`src/hw/smp_pkg.sv`:
```
package smp_pkg;
	localparam int AW = 4;
	localparam int DW = 8;

	// Register offsets
	localparam logic [AW-1:0] OFS_CTRL = 4'h0;
	localparam logic [AW-1:0] OFS_STAT = 4'h1;
	localparam logic [AW-1:0] OFS_ACK  = 4'h2;

	// Control register fields
	localparam int CB_DBG_EN    = 0;
	localparam int CB_VM_EN     = 1;
	localparam int CB_VM_STOP   = 2;
	localparam int CB_DEEP_SEL  = 3;
	localparam int CB_STOP_EN   = 4;
	localparam int CB_VM_RST    = 5;
	localparam int CB_CONV_ACLK = 6;
	localparam logic [DW-1:0] CTRL_RST = 8'h00;
	localparam int AB_IO_REL    = 0;

	// Address regions
	localparam logic [15:0] DP_LO = 16'h0000;
	localparam logic [15:0] DP_HI = 16'h005f;
	localparam logic [15:0] HP_LO = 16'h1800;
	localparam logic [15:0] HP_HI = 16'h184f;
	localparam logic [15:0] NV_LO = 16'hffb0;
	localparam logic [15:0] NV_HI = 16'hffbf;
	localparam logic [15:0] UV_LO = 16'hffc0;
	localparam logic [15:0] UV_HI = 16'hffcf;

	typedef enum logic [3:0] {
		VEC_RESET, VEC_SWI, VEC_VMON, VEC_IRQ, VEC_T1C0, VEC_T1C1,
		VEC_T1OV, VEC_T2C0, VEC_T2OV, VEC_KEYPAD, VEC_CONV, VEC_WAKEUP
	} smp_vec_t;
	localparam int VEC_N = 12;
	// High-byte address of each vector, low byte follows at +1
	localparam logic [15:0] VEC_ADDR [VEC_N] = '{
		16'hfffe, 16'hfffc, 16'hfffa, 16'hfff8, 16'hfff4, 16'hfff2,
		16'hfff0, 16'hffee, 16'hffea, 16'hffda, 16'hffd8, 16'hffd0
	};

	typedef enum logic [1:0] {MODE_RUN, MODE_LIGHT, MODE_DEEP, MODE_DEBUG} smp_mode_t;
	typedef enum logic [2:0] {
		CMD_MEM, CMD_MEM_STAT, CMD_BDREG, CMD_HALT, CMD_ACTIVE, CMD_GO
	} smp_cmd_t;

	typedef struct packed {
		logic     valid;
		smp_cmd_t cmd;
	} smp_dbg_req_t;

	typedef struct packed {
		logic ack;
		logic err;
		logic rej;
	} smp_dbg_rsp_t;

	typedef struct packed {
		logic periph_clk_en;
		logic dbg_clk_en;
		logic reg_full;
		logic conv_on;
		logic core_off;
		logic ram_standby;
		logic io_hold;
	} smp_pwr_t;

	typedef struct packed {
		logic dp;
		logic hp;
		logic nv;
		logic uvec;
	} smp_region_t;
endpackage : smp_pkg

```
`src/hw/smp_ctrl.sv`:
```
`timescale 1ns/100ps
// Functional notes
// - Halt from run only when debug enabled
// - Debug clock kept in stop when enabled
// - Regulator full while debug enabled in stop
// - Deep request with debug enabled gives light
// - Stop rejects all but an enabled halt in light stop; status reads report error
// - Halt in light stop wakes to debug if enabled
// - Debug mode accepts every command class
// - Voltage trip raises interrupt or reset
// - Monitor enabled for stop keeps regulator
// - Deep request with monitor in stop gives light
// - Peripheral clocks stop in either stop
// - Peripheral clocks stop despite debug clock
// - Converter on in stop only with async clock, monitor
// - Decode direct, high, nonvolatile register regions
// - Vectors fetched two bytes, high first
// - Unused vector space flagged as user memory
// - Stop disabled forces illegal opcode reset
// - Select bit picks deep or light stop
module smp_ctrl (
	input  wire logic                 sys_clk_i,
	input  wire logic                 rst_i,
	input  wire logic [smp_pkg::AW-1:0] reg_addr_i,
	input  wire logic [smp_pkg::DW-1:0] reg_wdata_i,
	input  wire logic                 reg_wr_i,
	input  wire logic                 reg_rd_i,
	output logic      [smp_pkg::DW-1:0] reg_rdata_o,
	input  wire logic                 stop_exec_i,
	input  wire logic                 wake_i,
	input  wire smp_pkg::smp_dbg_req_t dbg_req_i,
	output smp_pkg::smp_dbg_rsp_t     dbg_rsp_o,
	input  wire logic                 lv_trip_i,
	output logic                      lv_irq_o,
	output logic                      lv_rst_o,
	output logic                      ilop_rst_o,
	output smp_pkg::smp_pwr_t         pwr_o,
	output smp_pkg::smp_mode_t        mode_o,
	input  wire logic [15:0]          cpu_addr_i,
	output smp_pkg::smp_region_t      region_o,
	input  wire logic                 vec_req_i,
	input  wire smp_pkg::smp_vec_t    vec_sel_i,
	output logic                      vec_rd_o,
	output logic      [15:0]          vec_addr_o,
	input  wire logic [7:0]           vec_data_i,
	output logic      [15:0]          vec_o,
	output logic                      vec_done_o
);
	import smp_pkg::*;

	logic [DW-1:0]  ctrl_ff;
	logic           io_hold_ff;
	logic           deep_woke_ff;
	logic           lv_meta_ff;
	logic           lv_sync_ff;
	logic           lv_prev_ff;
	smp_mode_t      mode_ff;
	smp_mode_t      nxt_mode;
	logic [1:0]     vf_step_ff;
	logic [15:0]    vf_base_ff;
	logic [7:0]     vf_hi_ff;

	wire dbg_en    = ctrl_ff[CB_DBG_EN];
	wire vm_en     = ctrl_ff[CB_VM_EN];
	wire vm_stop   = vm_en & ctrl_ff[CB_VM_STOP];
	wire deep_sel  = ctrl_ff[CB_DEEP_SEL];
	wire stop_en   = ctrl_ff[CB_STOP_EN];

	wire wr_ctrl   = reg_wr_i & (reg_addr_i == OFS_CTRL);
	wire wr_ack    = reg_wr_i & (reg_addr_i == OFS_ACK);
	wire io_rel    = wr_ack & reg_wdata_i[AB_IO_REL];

	// Stop request resolution
	wire in_run    = (mode_ff == MODE_RUN);
	wire in_stop   = (mode_ff == MODE_LIGHT) | (mode_ff == MODE_DEEP);
	wire in_dbg    = (mode_ff == MODE_DEBUG);
	wire stop_go   = in_run & stop_exec_i & stop_en;
	wire stop_bad  = in_run & stop_exec_i & ~stop_en;
	// Debug or monitor need full regulation, which deep stop cannot give
	wire deep_ok   = deep_sel & ~dbg_en & ~vm_stop;

	// Debug command classification
	wire cmd_v     = dbg_req_i.valid;
	wire cmd_halt  = cmd_v & (dbg_req_i.cmd == CMD_HALT);
	wire cmd_stat  = cmd_v & (dbg_req_i.cmd == CMD_MEM_STAT);
	wire cmd_act   = cmd_v & ((dbg_req_i.cmd == CMD_ACTIVE) | (dbg_req_i.cmd == CMD_GO));
	wire cmd_go    = cmd_v & (dbg_req_i.cmd == CMD_GO);
	// Deep stop has no debug clock, so a halt there is refused
	wire halt_ok   = cmd_halt & dbg_en & (in_run | (mode_ff == MODE_LIGHT));
	wire run_ok    = in_run & cmd_v & ~cmd_act & ~cmd_halt;
	wire nxt_ack   = halt_ok | run_ok | (in_dbg & cmd_v);
	wire nxt_err   = in_stop & cmd_stat;
	wire nxt_rej   = cmd_v & ~nxt_ack & ~nxt_err;

	always_comb begin
		nxt_mode = mode_ff;
		case (mode_ff)
			MODE_RUN: begin
				if (halt_ok)
					nxt_mode = MODE_DEBUG;
				else if (stop_go)
					nxt_mode = deep_ok ? MODE_DEEP : MODE_LIGHT;
			end
			MODE_LIGHT: begin
				if (halt_ok)
					nxt_mode = MODE_DEBUG;
				else if (wake_i)
					nxt_mode = MODE_RUN;
			end
			MODE_DEEP: begin
				if (wake_i)
					nxt_mode = MODE_RUN;
			end
			MODE_DEBUG: begin
				if (cmd_go)
					nxt_mode = MODE_RUN;
			end
			default: nxt_mode = MODE_RUN;
		endcase
	end

	// Power controls follow the next mode so they align with mode_o
	wire n_stop    = (nxt_mode == MODE_LIGHT) | (nxt_mode == MODE_DEEP);
	wire n_deep    = (nxt_mode == MODE_DEEP);
	wire n_io_hold = n_deep | (io_hold_ff & ~io_rel);
	smp_pwr_t nxt_pwr;
	assign nxt_pwr.periph_clk_en = ~n_stop;
	assign nxt_pwr.dbg_clk_en    = ~n_stop | dbg_en;
	assign nxt_pwr.reg_full      = ~n_stop | dbg_en | vm_stop;
	// Converter in light stop needs its own clock and the monitor
	assign nxt_pwr.conv_on       = ~n_stop |
		(~n_deep & ctrl_ff[CB_CONV_ACLK] & vm_en);
	assign nxt_pwr.core_off      = n_deep;
	assign nxt_pwr.ram_standby   = n_stop;
	assign nxt_pwr.io_hold       = n_io_hold;

	// Voltage monitor edge; deep stop turns the monitor off
	wire vm_live   = vm_en & (~in_stop | ctrl_ff[CB_VM_STOP]) & ~(mode_ff == MODE_DEEP);
	wire lv_rise   = lv_sync_ff & ~lv_prev_ff & vm_live;
	wire nxt_lv_rst = lv_rise & ctrl_ff[CB_VM_RST];
	wire nxt_lv_irq = lv_rise & ~ctrl_ff[CB_VM_RST];

	// Address decode
	smp_region_t nxt_region;
	assign nxt_region.dp   = (cpu_addr_i <= DP_HI);
	assign nxt_region.hp   = (cpu_addr_i >= HP_LO) & (cpu_addr_i <= HP_HI);
	assign nxt_region.nv   = (cpu_addr_i >= NV_LO) & (cpu_addr_i <= NV_HI);
	assign nxt_region.uvec = (cpu_addr_i >= UV_LO) & (cpu_addr_i <= UV_HI);

	// Register read mux
	logic [DW-1:0] rd_mux;
	assign rd_mux = (reg_addr_i == OFS_CTRL) ? ctrl_ff :
		(reg_addr_i == OFS_STAT) ?
			{3'h0, deep_woke_ff, lv_sync_ff, io_hold_ff, mode_ff} :
		8'h00;

	// Vector fetch: step 0 high byte address, step 1 low byte
	wire vf_idle   = (vf_step_ff == 2'd0);
	wire [15:0] vf_lo_addr = vf_base_ff + 16'h0001;

	always_ff @(posedge sys_clk_i or posedge rst_i) begin
		if (rst_i) begin
			ctrl_ff      <= CTRL_RST;
			mode_ff      <= MODE_RUN;
			io_hold_ff   <= 1'b0;
			deep_woke_ff <= 1'b0;
		end else begin
			if (wr_ctrl)
				ctrl_ff <= reg_wdata_i;
			mode_ff    <= nxt_mode;
			io_hold_ff <= n_io_hold;
			// Wake from deep wins over a same-cycle release
			if ((mode_ff == MODE_DEEP) & (nxt_mode == MODE_RUN))
				deep_woke_ff <= 1'b1;
			else if (io_rel)
				deep_woke_ff <= 1'b0;
		end
	end

	// Trip pin is asynchronous to the bus clock
	always_ff @(posedge sys_clk_i or posedge rst_i) begin
		if (rst_i) begin
			lv_meta_ff <= 1'b0;
			lv_sync_ff <= 1'b0;
			lv_prev_ff <= 1'b0;
		end else begin
			lv_meta_ff <= lv_trip_i;
			lv_sync_ff <= lv_meta_ff;
			lv_prev_ff <= lv_sync_ff;
		end
	end

	always_ff @(posedge sys_clk_i or posedge rst_i) begin
		if (rst_i) begin
			reg_rdata_o <= 8'h00;
			dbg_rsp_o   <= '0;
			lv_irq_o    <= 1'b0;
			lv_rst_o    <= 1'b0;
			ilop_rst_o  <= 1'b0;
			pwr_o       <= 7'b1110000;
			mode_o      <= MODE_RUN;
			region_o    <= '0;
		end else begin
			reg_rdata_o <= reg_rd_i ? rd_mux : 8'h00;
			dbg_rsp_o   <= {nxt_ack, nxt_err, nxt_rej};
			lv_irq_o    <= nxt_lv_irq;
			lv_rst_o    <= nxt_lv_rst;
			ilop_rst_o  <= stop_bad;
			pwr_o       <= nxt_pwr;
			mode_o      <= nxt_mode;
			region_o    <= nxt_region;
		end
	end

	always_ff @(posedge sys_clk_i or posedge rst_i) begin
		if (rst_i) begin
			vf_step_ff <= 2'd0;
			vf_base_ff <= 16'h0000;
			vf_hi_ff   <= 8'h00;
			vec_rd_o   <= 1'b0;
			vec_addr_o <= 16'h0000;
			vec_o      <= 16'h0000;
			vec_done_o <= 1'b0;
		end else begin
			vec_done_o <= 1'b0;
			vec_rd_o   <= 1'b0;
			case (vf_step_ff)
				2'd0: begin
					if (vec_req_i) begin
						vf_base_ff <= VEC_ADDR[vec_sel_i];
						vec_addr_o <= VEC_ADDR[vec_sel_i];
						vec_rd_o   <= 1'b1;
						vf_step_ff <= 2'd1;
					end
				end
				2'd1: begin
					vec_addr_o <= vf_lo_addr;
					vec_rd_o   <= 1'b1;
					vf_step_ff <= 2'd2;
				end
				2'd2: begin
					vf_hi_ff   <= vec_data_i;
					vf_step_ff <= 2'd3;
				end
				2'd3: begin
					vec_o      <= {vf_hi_ff, vec_data_i};
					vec_done_o <= 1'b1;
					vf_step_ff <= 2'd0;
				end
				default: vf_step_ff <= 2'd0;
			endcase
		end
	end

	// Checks
	property p_halt_gate;
		@(posedge sys_clk_i) disable iff (rst_i)
		(in_run & cmd_halt & ~dbg_en) |=> (mode_o == MODE_RUN) & dbg_rsp_o.rej;
	endproperty
	a_halt_gate: assert property (p_halt_gate) else $error("halt taken while disabled");

	property p_dbg_clk;
		@(posedge sys_clk_i) disable iff (rst_i)
		(in_stop & dbg_en) |-> pwr_o.dbg_clk_en & pwr_o.reg_full;
	endproperty
	a_dbg_clk: assert property (p_dbg_clk) else $error("debug clock lost in stop");

	property p_no_deep_dbg;
		@(posedge sys_clk_i) disable iff (rst_i)
		(stop_go & (dbg_en | vm_stop)) |=> (mode_o == MODE_LIGHT);
	endproperty
	a_no_deep_dbg: assert property (p_no_deep_dbg) else $error("deep stop entered");

	property p_stat_err;
		@(posedge sys_clk_i) disable iff (rst_i)
		(in_stop & cmd_stat) |=> dbg_rsp_o.err & ~dbg_rsp_o.ack;
	endproperty
	a_stat_err: assert property (p_stat_err) else $error("status command not flagged");

	property p_halt_wake;
		@(posedge sys_clk_i) disable iff (rst_i)
		((mode_ff == MODE_LIGHT) & cmd_halt & dbg_en) |=> (mode_ff == MODE_DEBUG);
	endproperty
	a_halt_wake: assert property (p_halt_wake) else $error("halt did not wake");

	property p_dbg_all;
		@(posedge sys_clk_i) disable iff (rst_i)
		(in_dbg & cmd_v) |=> dbg_rsp_o.ack;
	endproperty
	a_dbg_all: assert property (p_dbg_all) else $error("command refused in debug");

	property p_lv_evt;
		@(posedge sys_clk_i) disable iff (rst_i)
		lv_rise |=> (lv_rst_o == $past(ctrl_ff[CB_VM_RST])) & (lv_irq_o != lv_rst_o);
	endproperty
	a_lv_evt: assert property (p_lv_evt) else $error("wrong monitor event");

	property p_periph_off;
		@(posedge sys_clk_i) disable iff (rst_i)
		(mode_o != MODE_RUN) & (mode_o != MODE_DEBUG) |-> ~pwr_o.periph_clk_en;
	endproperty
	a_periph_off: assert property (p_periph_off) else $error("peripheral clock running");

	property p_ilop;
		@(posedge sys_clk_i) disable iff (rst_i)
		(in_run & stop_exec_i & ~stop_en) |=> ilop_rst_o & (mode_o == MODE_RUN);
	endproperty
	a_ilop: assert property (p_ilop) else $error("stop not refused");

	property p_vec_order;
		@(posedge sys_clk_i) disable iff (rst_i)
		(vf_idle & vec_req_i) |=> vec_rd_o ##1 vec_rd_o &
			(vec_addr_o == $past(vec_addr_o) + 16'h0001) ##2 vec_done_o;
	endproperty
	a_vec_order: assert property (p_vec_order) else $error("vector fetch order");

	property p_deep_pwr;
		@(posedge sys_clk_i) disable iff (rst_i)
		(mode_o == MODE_DEEP) |-> pwr_o.core_off & pwr_o.ram_standby &
			pwr_o.io_hold & ~pwr_o.conv_on;
	endproperty
	a_deep_pwr: assert property (p_deep_pwr) else $error("deep stop power state");

	property p_dbg_periph;
		@(posedge sys_clk_i) disable iff (rst_i)
		(n_stop & dbg_en) |=> ~pwr_o.periph_clk_en & pwr_o.dbg_clk_en;
	endproperty
	a_dbg_periph: assert property (p_dbg_periph) else $error("peripheral clock with debug");

	property p_conv_off;
		@(posedge sys_clk_i) disable iff (rst_i)
		(n_stop & ~(ctrl_ff[CB_CONV_ACLK] & vm_en)) |=> ~pwr_o.conv_on;
	endproperty
	a_conv_off: assert property (p_conv_off) else $error("converter left on in stop");

	property p_vm_reg;
		@(posedge sys_clk_i) disable iff (rst_i)
		(n_stop & vm_stop) |=> pwr_o.reg_full;
	endproperty
	a_vm_reg: assert property (p_vm_reg) else $error("regulator dropped with monitor");

	property p_one_rsp;
		@(posedge sys_clk_i) disable iff (rst_i)
		cmd_v |=> $onehot(dbg_rsp_o);
	endproperty
	a_one_rsp: assert property (p_one_rsp) else $error("debug answer not unique");

	property p_region_hp;
		@(posedge sys_clk_i) disable iff (rst_i)
		((cpu_addr_i >= HP_LO) & (cpu_addr_i <= HP_HI)) |=>
			region_o.hp & ~region_o.dp & ~region_o.nv & ~region_o.uvec;
	endproperty
	a_region_hp: assert property (p_region_hp) else $error("high page decode");
endmodule : smp_ctrl

```
`config.mk`:
```
export PLATFORM = sky130hd
export DESIGN_NAME = smp_ctrl
export DESIGN_NICKNAME = d
export VERILOG_FILES = /design/src/hw/smp_pkg.sv /design/src/hw/smp_ctrl.sv
export SDC_FILE = /design/constraint.sdc
export NUM_CORES = 1
export LEC_CHECK = 0
export BUFFER_PORTS_ARGS = -buffer_cell sky130_fd_sc_hd__buf_2
export CAP_MARGIN = 10
export CORE_AREA = 2 2 71 140
export CTS_BUF_LIST = sky130_fd_sc_hd__clkbuf_8
export CTS_CLUSTER_SIZE = 8
export DETAILED_ROUTE_END_ITERATION = 8
export DIE_AREA = 0 0 73 142
export PLACE_DENSITY_LB_ADDON = 0.2
export SYNTH_ARGS = -nofsm -noshare
export SYNTH_HDL_FRONTEND = slang
export SYNTH_SLANG_ARGS = --single-unit
```
`constraint.sdc`:
```
create_clock -name sys_clk_i -period 3.47 [get_ports sys_clk_i]
set_clock_uncertainty 0.15 [all_clocks]
set_input_delay 0.8675 -clock sys_clk_i [delete_from_list [all_inputs] [get_ports sys_clk_i]]
set_output_delay 0.8675 -clock sys_clk_i [all_outputs]
set_load 0.01 [all_outputs]
```
# ---- After elaboration in Yosys (flattened, before gate mapping)
# Memories as Yosys holds them, arrays and structs flattened.
# Cells that the tools add are included.
# W data, S select, Z words.
dict set report word_totals {
  register_bits 99
  romBits 256
  output_inout_bits 61
  wordCells 146
  n_memories 1
}
dict set report op_classes {
  add_sub_neg 1
  n_lt_le_gt_ge 8
  n_eq_ne 15
  n_mux 21
  n_bitwise 61
  n_reduce_logical 8
}
# memory depth width read_ports rd_clocked_by_memory_dff wr line_no
set memory_table {}
lappend memory_table {{(name not given)} 16 16 1 0 0 smp_ctrl.sv:231} ;# vec_addr_o <= VEC_ADDR[vec_sel_i];
# op count
set ops {}
lappend ops {{$mux W16} 3}
lappend ops {{$and A1 B1 Y1} 35}
lappend ops {{$ge A16 B16 Y1 const B} 2}
lappend ops {{$le A16 B16 Y1 const B} 2}
lappend ops {{$pmux W16 S2} 1}
lappend ops {{$add A16 B1 Y16 const B} 1}
lappend ops {{$ge A16 B13 Y1 const B} 1}
lappend ops {{$le A16 B13 Y1 const B} 1}
lappend ops {{$le A16 B7 Y1 const B} 1}
lappend ops {{$mux W8} 2}
lappend ops {{$pmux W2 S4} 2}
lappend ops {{$mux W2} 7}
lappend ops {{$not A1 Y1} 14}
lappend ops {{$or A1 B1 Y1} 11}
lappend ops {{$eq A2 B2 Y1 const B} 5}
lappend ops {{$eq A2 B1 Y1 const B} 3}
lappend ops {{$eq A3 B3 Y1 const B} 2}
lappend ops {{$logic_not A2 Y1} 3}
lappend ops {{$ge A5 B5 Y1 const B} 1}
lappend ops {{$mux W5} 1}
lappend ops {{$not A4 Y5} 1}
lappend ops {{$eq A4 B1 Y1 const B} 1}
lappend ops {{$eq A4 B2 Y1 const B} 1}
lappend ops {{$logic_not A4 Y1} 1}
lappend ops {{other kinds (7)} 12}

# ---- Longest topological paths before layout
dict set report depth {
  word_depth 12
  depth_mapped 7
}

# ---- Worst setup path after synthesis
# OpenSTA, ideal clock, no wires.
dict set report synth_path {
  path_type {input to register}
  start {in dbg_req_i[1] (netlist name)}
  end {reg pwr_o[0] (netlist name)}
  setup_ns 0.118
  arrival_ns 1.875
  required_time_ns 3.202
  slack_ns 1.327
  stages 5
  n_path_buf 0
  cell_sequence {and4b_1 o211ai_1 a311o_1 ha_1 a21o_1}
}
dict set report synth_between {
  elab_chain_len 8
  word_cells_on_any_way 12
  classes_between {3 x eq/ne; 4 x mux; 5 x bitwise}
}
# element line_no
set synth_rtl {}
lappend synth_rtl {{start, declared} smp_ctrl.sv:31} ;# input wire smp_pkg::smp_dbg_req_t dbg_req_i,
lappend synth_rtl {{$eq A3 B2 Y1} smp_ctrl.sv:84} ;# wire cmd_halt = cmd_v & (dbg_req_i.cmd == CMD_HALT);
lappend synth_rtl {{$and A1 B1 Y1} smp_ctrl.sv:84}
lappend synth_rtl {{$and A1 B1 Y1 (2 in a row)} smp_ctrl.sv:89} ;# wire halt_ok = cmd_halt & dbg_en & (in_run | (mode_ff == MODE_LIGHT));
lappend synth_rtl {{$mux W2, on equally long branches} {smp_ctrl.sv:105, smp_ctrl.sv:99}}
lappend synth_rtl {{$pmux W2 S4 *} smp_ctrl.sv:97} ;# case (mode_ff)
lappend synth_rtl {{via nxt_mode[1]} smp_ctrl.sv:58} ;# smp_mode_t nxt_mode;
lappend synth_rtl {{$eq A2 B2 Y1 *} smp_ctrl.sv:124} ;# wire n_deep = (nxt_mode == MODE_DEEP);
lappend synth_rtl {{via n_deep} smp_ctrl.sv:124}
lappend synth_rtl {{$or A1 B1 Y1 *} smp_ctrl.sv:125} ;# wire n_io_hold = n_deep | (io_hold_ff & ~io_rel);
lappend synth_rtl {{via n_io_hold} smp_ctrl.sv:125}
lappend synth_rtl {{end signal, assigned} smp_ctrl.sv:209} ;# pwr_o <= nxt_pwr;
lappend synth_rtl {{end, declared} smp_ctrl.sv:37} ;# output smp_pkg::smp_pwr_t pwr_o,
# Mark *: on every way through the listed nets, which the timed path passes. The rest lies on a longest branch.
# A chain may end at the register's enable or synchronous reset.

==> impl_metrics.tcl <==
set metrics [dict create \
    cp_slowest_cell "dfrtp_1" \
    synth_area_sq_mm 0.003620 \
    finalCritPeriodShare_pct 69.41 \
    regToRegEndpoint "pwr_o[3]" \
    grt_start_max_net_pins 46 \
    nNetsFinal 462 \
    p_leak_uw 0.002169 \
    core_sq_mm 0.009321 \
    crit_end "pwr_o[3]" \
    arrival_ps 2480 \
    drtIter0Drc 108 \
    synthCells 297 \
    worst_slew_pin_slew_ps 759.6 \
    setup.worst_path.class "reg -> reg" \
    hold_slack_ps 214.3 \
    initial_core_util_pct 38.83 \
    clk_latency_ps 350 \
    status "complete, no violations" \
    synth-edff-count 0 \
    cts_tree "yes" \
    antenna_found_initial 0 \
    yosysTopAreaCell "dfrtp_1" \
    cp-startpoint "mode_o[0]" \
    fin_util_pct 47.10 \
    htree_levels 3 \
    die-width_um 73 \
    start_kind "register" \
    ios 113 \
    synthArstFlopShare_pct 100.0 \
    finalSetupTns_ps 0 \
    rows 50 \
    crit_top_cell "ha_1" \
    worstSetupPathDepth 7 \
    dieArea_sq_mm 0.01037 \
    critPathCaptureType "register" \
    synth.distinct_cells 51 \
    gp_congestion 0.7608 \
    cts_root_buf "clkbuf_8" \
    ys_seq_area_share_pct 55.41 \
    period_minus_slack_ps 2409 \
    grt_usage_pct 15.62 \
    drt_pass1_iterations 4 \
    cts.path.max_buffers 2 \
    yosys_warnings 0 \
    synth_seq_cells 80 \
    cp_max_fo 7 \
    clk_pin_slew_ps 80 \
    postCtsSetupRepairBufs 0 \
    yosysTopAreaCellShare_pct 53.23 \
    ant_nets 0 \
    routed_wl_um 7595 \
    cts_buffers 9 \
    min_path_type "reg -> reg" \
    grt_pass1_wl_um 12350 \
    postCtsHoldBufs 0 \
    wire_per_inst_um 15.07 \
    drive_gt1_share_pct 40.75 \
    vdd_drop_max_v 0.0003379 \
    cts_sinks 80 \
    crit_path_max_incr_delay_ps 480 \
    rrSetupSlack_ps 1060 \
    syn-mean-instance-area_sq_um 12.19 \
    cp_data_required_time_ps 3540 \
    r2r.worst_path.cells 7 \
    dp_hpwl_um 5826 \
    report.final.slew_viol_count 0 \
    via_per_inst 5.091 \
    nFillCells 860 \
    p_per_area_mw_per_mm2 778.5 \
    grt_pass1_vias 2561 \
    crit_chain "inv_1 -> ha_1 -> nand4_1 -> nor4b_1 -> a311oi_1 -> ha_1 -> o21ai_0" \
    cp_top_family "adder cells" \
    dr_total_vias 2566 \
    fmax_ghz 0.4152 \
    syn_nets 364 \
    io_buffer_count 108 \
    maxSlewHeadroom_pct 49.36 \
    most-common-layout-cells "buf_2, dfrtp_1, mux2_2, nand2_1, nor2_1" \
    reg2reg_from "mode_o[0]" \
    grt_overflow_total 0 \
    hold_violations 0 \
    area_delta_synth_final_pct 21.29 \
    drc_errors 0 \
    diodes 0 \
    cts_resized 0 \
    crit_buf_inv 1 \
    yosys-top-cells-area "dfrtp_1, mux2_2, ha_1, mux2_4, dfstp_2" \
    cap_violations 0 \
    die_h_um 142 \
    synth-main-ff-cell "dfrtp_1" \
    rsz0062_at_grt "no" \
    layout_commonest_cell "buf_2" \
    finalSetupViolCount 0 \
]
==> cells by family (layout without fill, tap and decap cells) <==
family,count (synthesis),in the layout,share of synthesized area [%]
AO/OA/AOI/OAI,38,38,7.536
multiplexers,37,37,12.17
buffers and inverters,37,140,5.496
adder cells (fa/ha/maj),15,15,5.185
flip-flops,80,80,55.41
XOR/XNOR,1,1,0.2420
AND/OR/NAND/NOR,89,89,13.96
==> synthesized netlist by cell type (6+ instances only) <==
master	instances
nand2b_1	7
nor2_1	17
nor3_1	6
inv_1	15
buf_4	10
dfrtp_1	77
ha_1	15
mux2_2	24
buf_2	6
o21ai_0	7
mux2_4	8
nand2_1	20
==> registers in the layout (all words and copies together), names as in the netlist <==
register and count:
lv_prev_ff 1, region_o 4, ctrl_ff 8, reg_rdata_o 8, pwr_o 7, vec_rd_o 1
mode_o 2, lv_rst_o 1, lv_meta_ff 1, vf_step_ff 2, lv_sync_ff 1, deep_woke_ff 1
vec_addr_o 7, ilop_rst_o 1, vec_o 16, dbg_rsp_o 3, vf_base_ff 6, vf_hi_ff 8
lv_irq_o 1, vec_done_o 1
==> power breakdown <==
part           internal [uW]  total (uW)  switching [uW]  leakage (uW)
logic                    591        1230             639       0.00109
clock network            406         746             340      0.000111
registers               1260        1440             181      0.000971
total                   2260        3420            1160       0.00217
==> worst min-delay path by stage <==
stage,depth (start not counted),slack (ps),startpoint,to
after floorplan,0,180,lv_meta_ff,lv_sync_ff
after global placement,0,190,lv_meta_ff,lv_sync_ff
after detailed placement,0,190,lv_meta_ff,lv_sync_ff
after CTS,0,210,lv_meta_ff,lv_sync_ff
after global routing,0,230,lv_meta_ff,lv_sync_ff
final,0,210,lv_meta_ff,lv_sync_ff
==> through the flow <==
stage	setup WS [ps]	std cells	power (uW)	instance area, sq um
after global routing	902.9	504	3668	4390
final	1061	504	3418	4390
after detailed placement	1037	488	2718	4169
after CTS	1090	504	3472	4390
after global placement	1072	488	2677	4169
after floorplan	405.7	297	2282	3620
==> area by class of cell <==
cell class	count	area, sq um	area share (%)
clock buffer	9	123.9	2.821
clock inverter	7	97.59	2.223
inverter	15	57.56	1.311
multi-input combinational	180	1415	32.23
sequential	80	2006	45.68
tap	104	130.1	2.964
timing repair buffer	109	560.5	12.77
==> metal layers <==
layer	up-vias	share of wire, %	global-route usage (%)
met3	6	4.0	2.620
met5	-	0	0
met4	0	1.2	6.725
met2	83	59	29.26
met1	1246	36	16.40
li1	1231	-	-
Power figures use the tool's default switching activity.
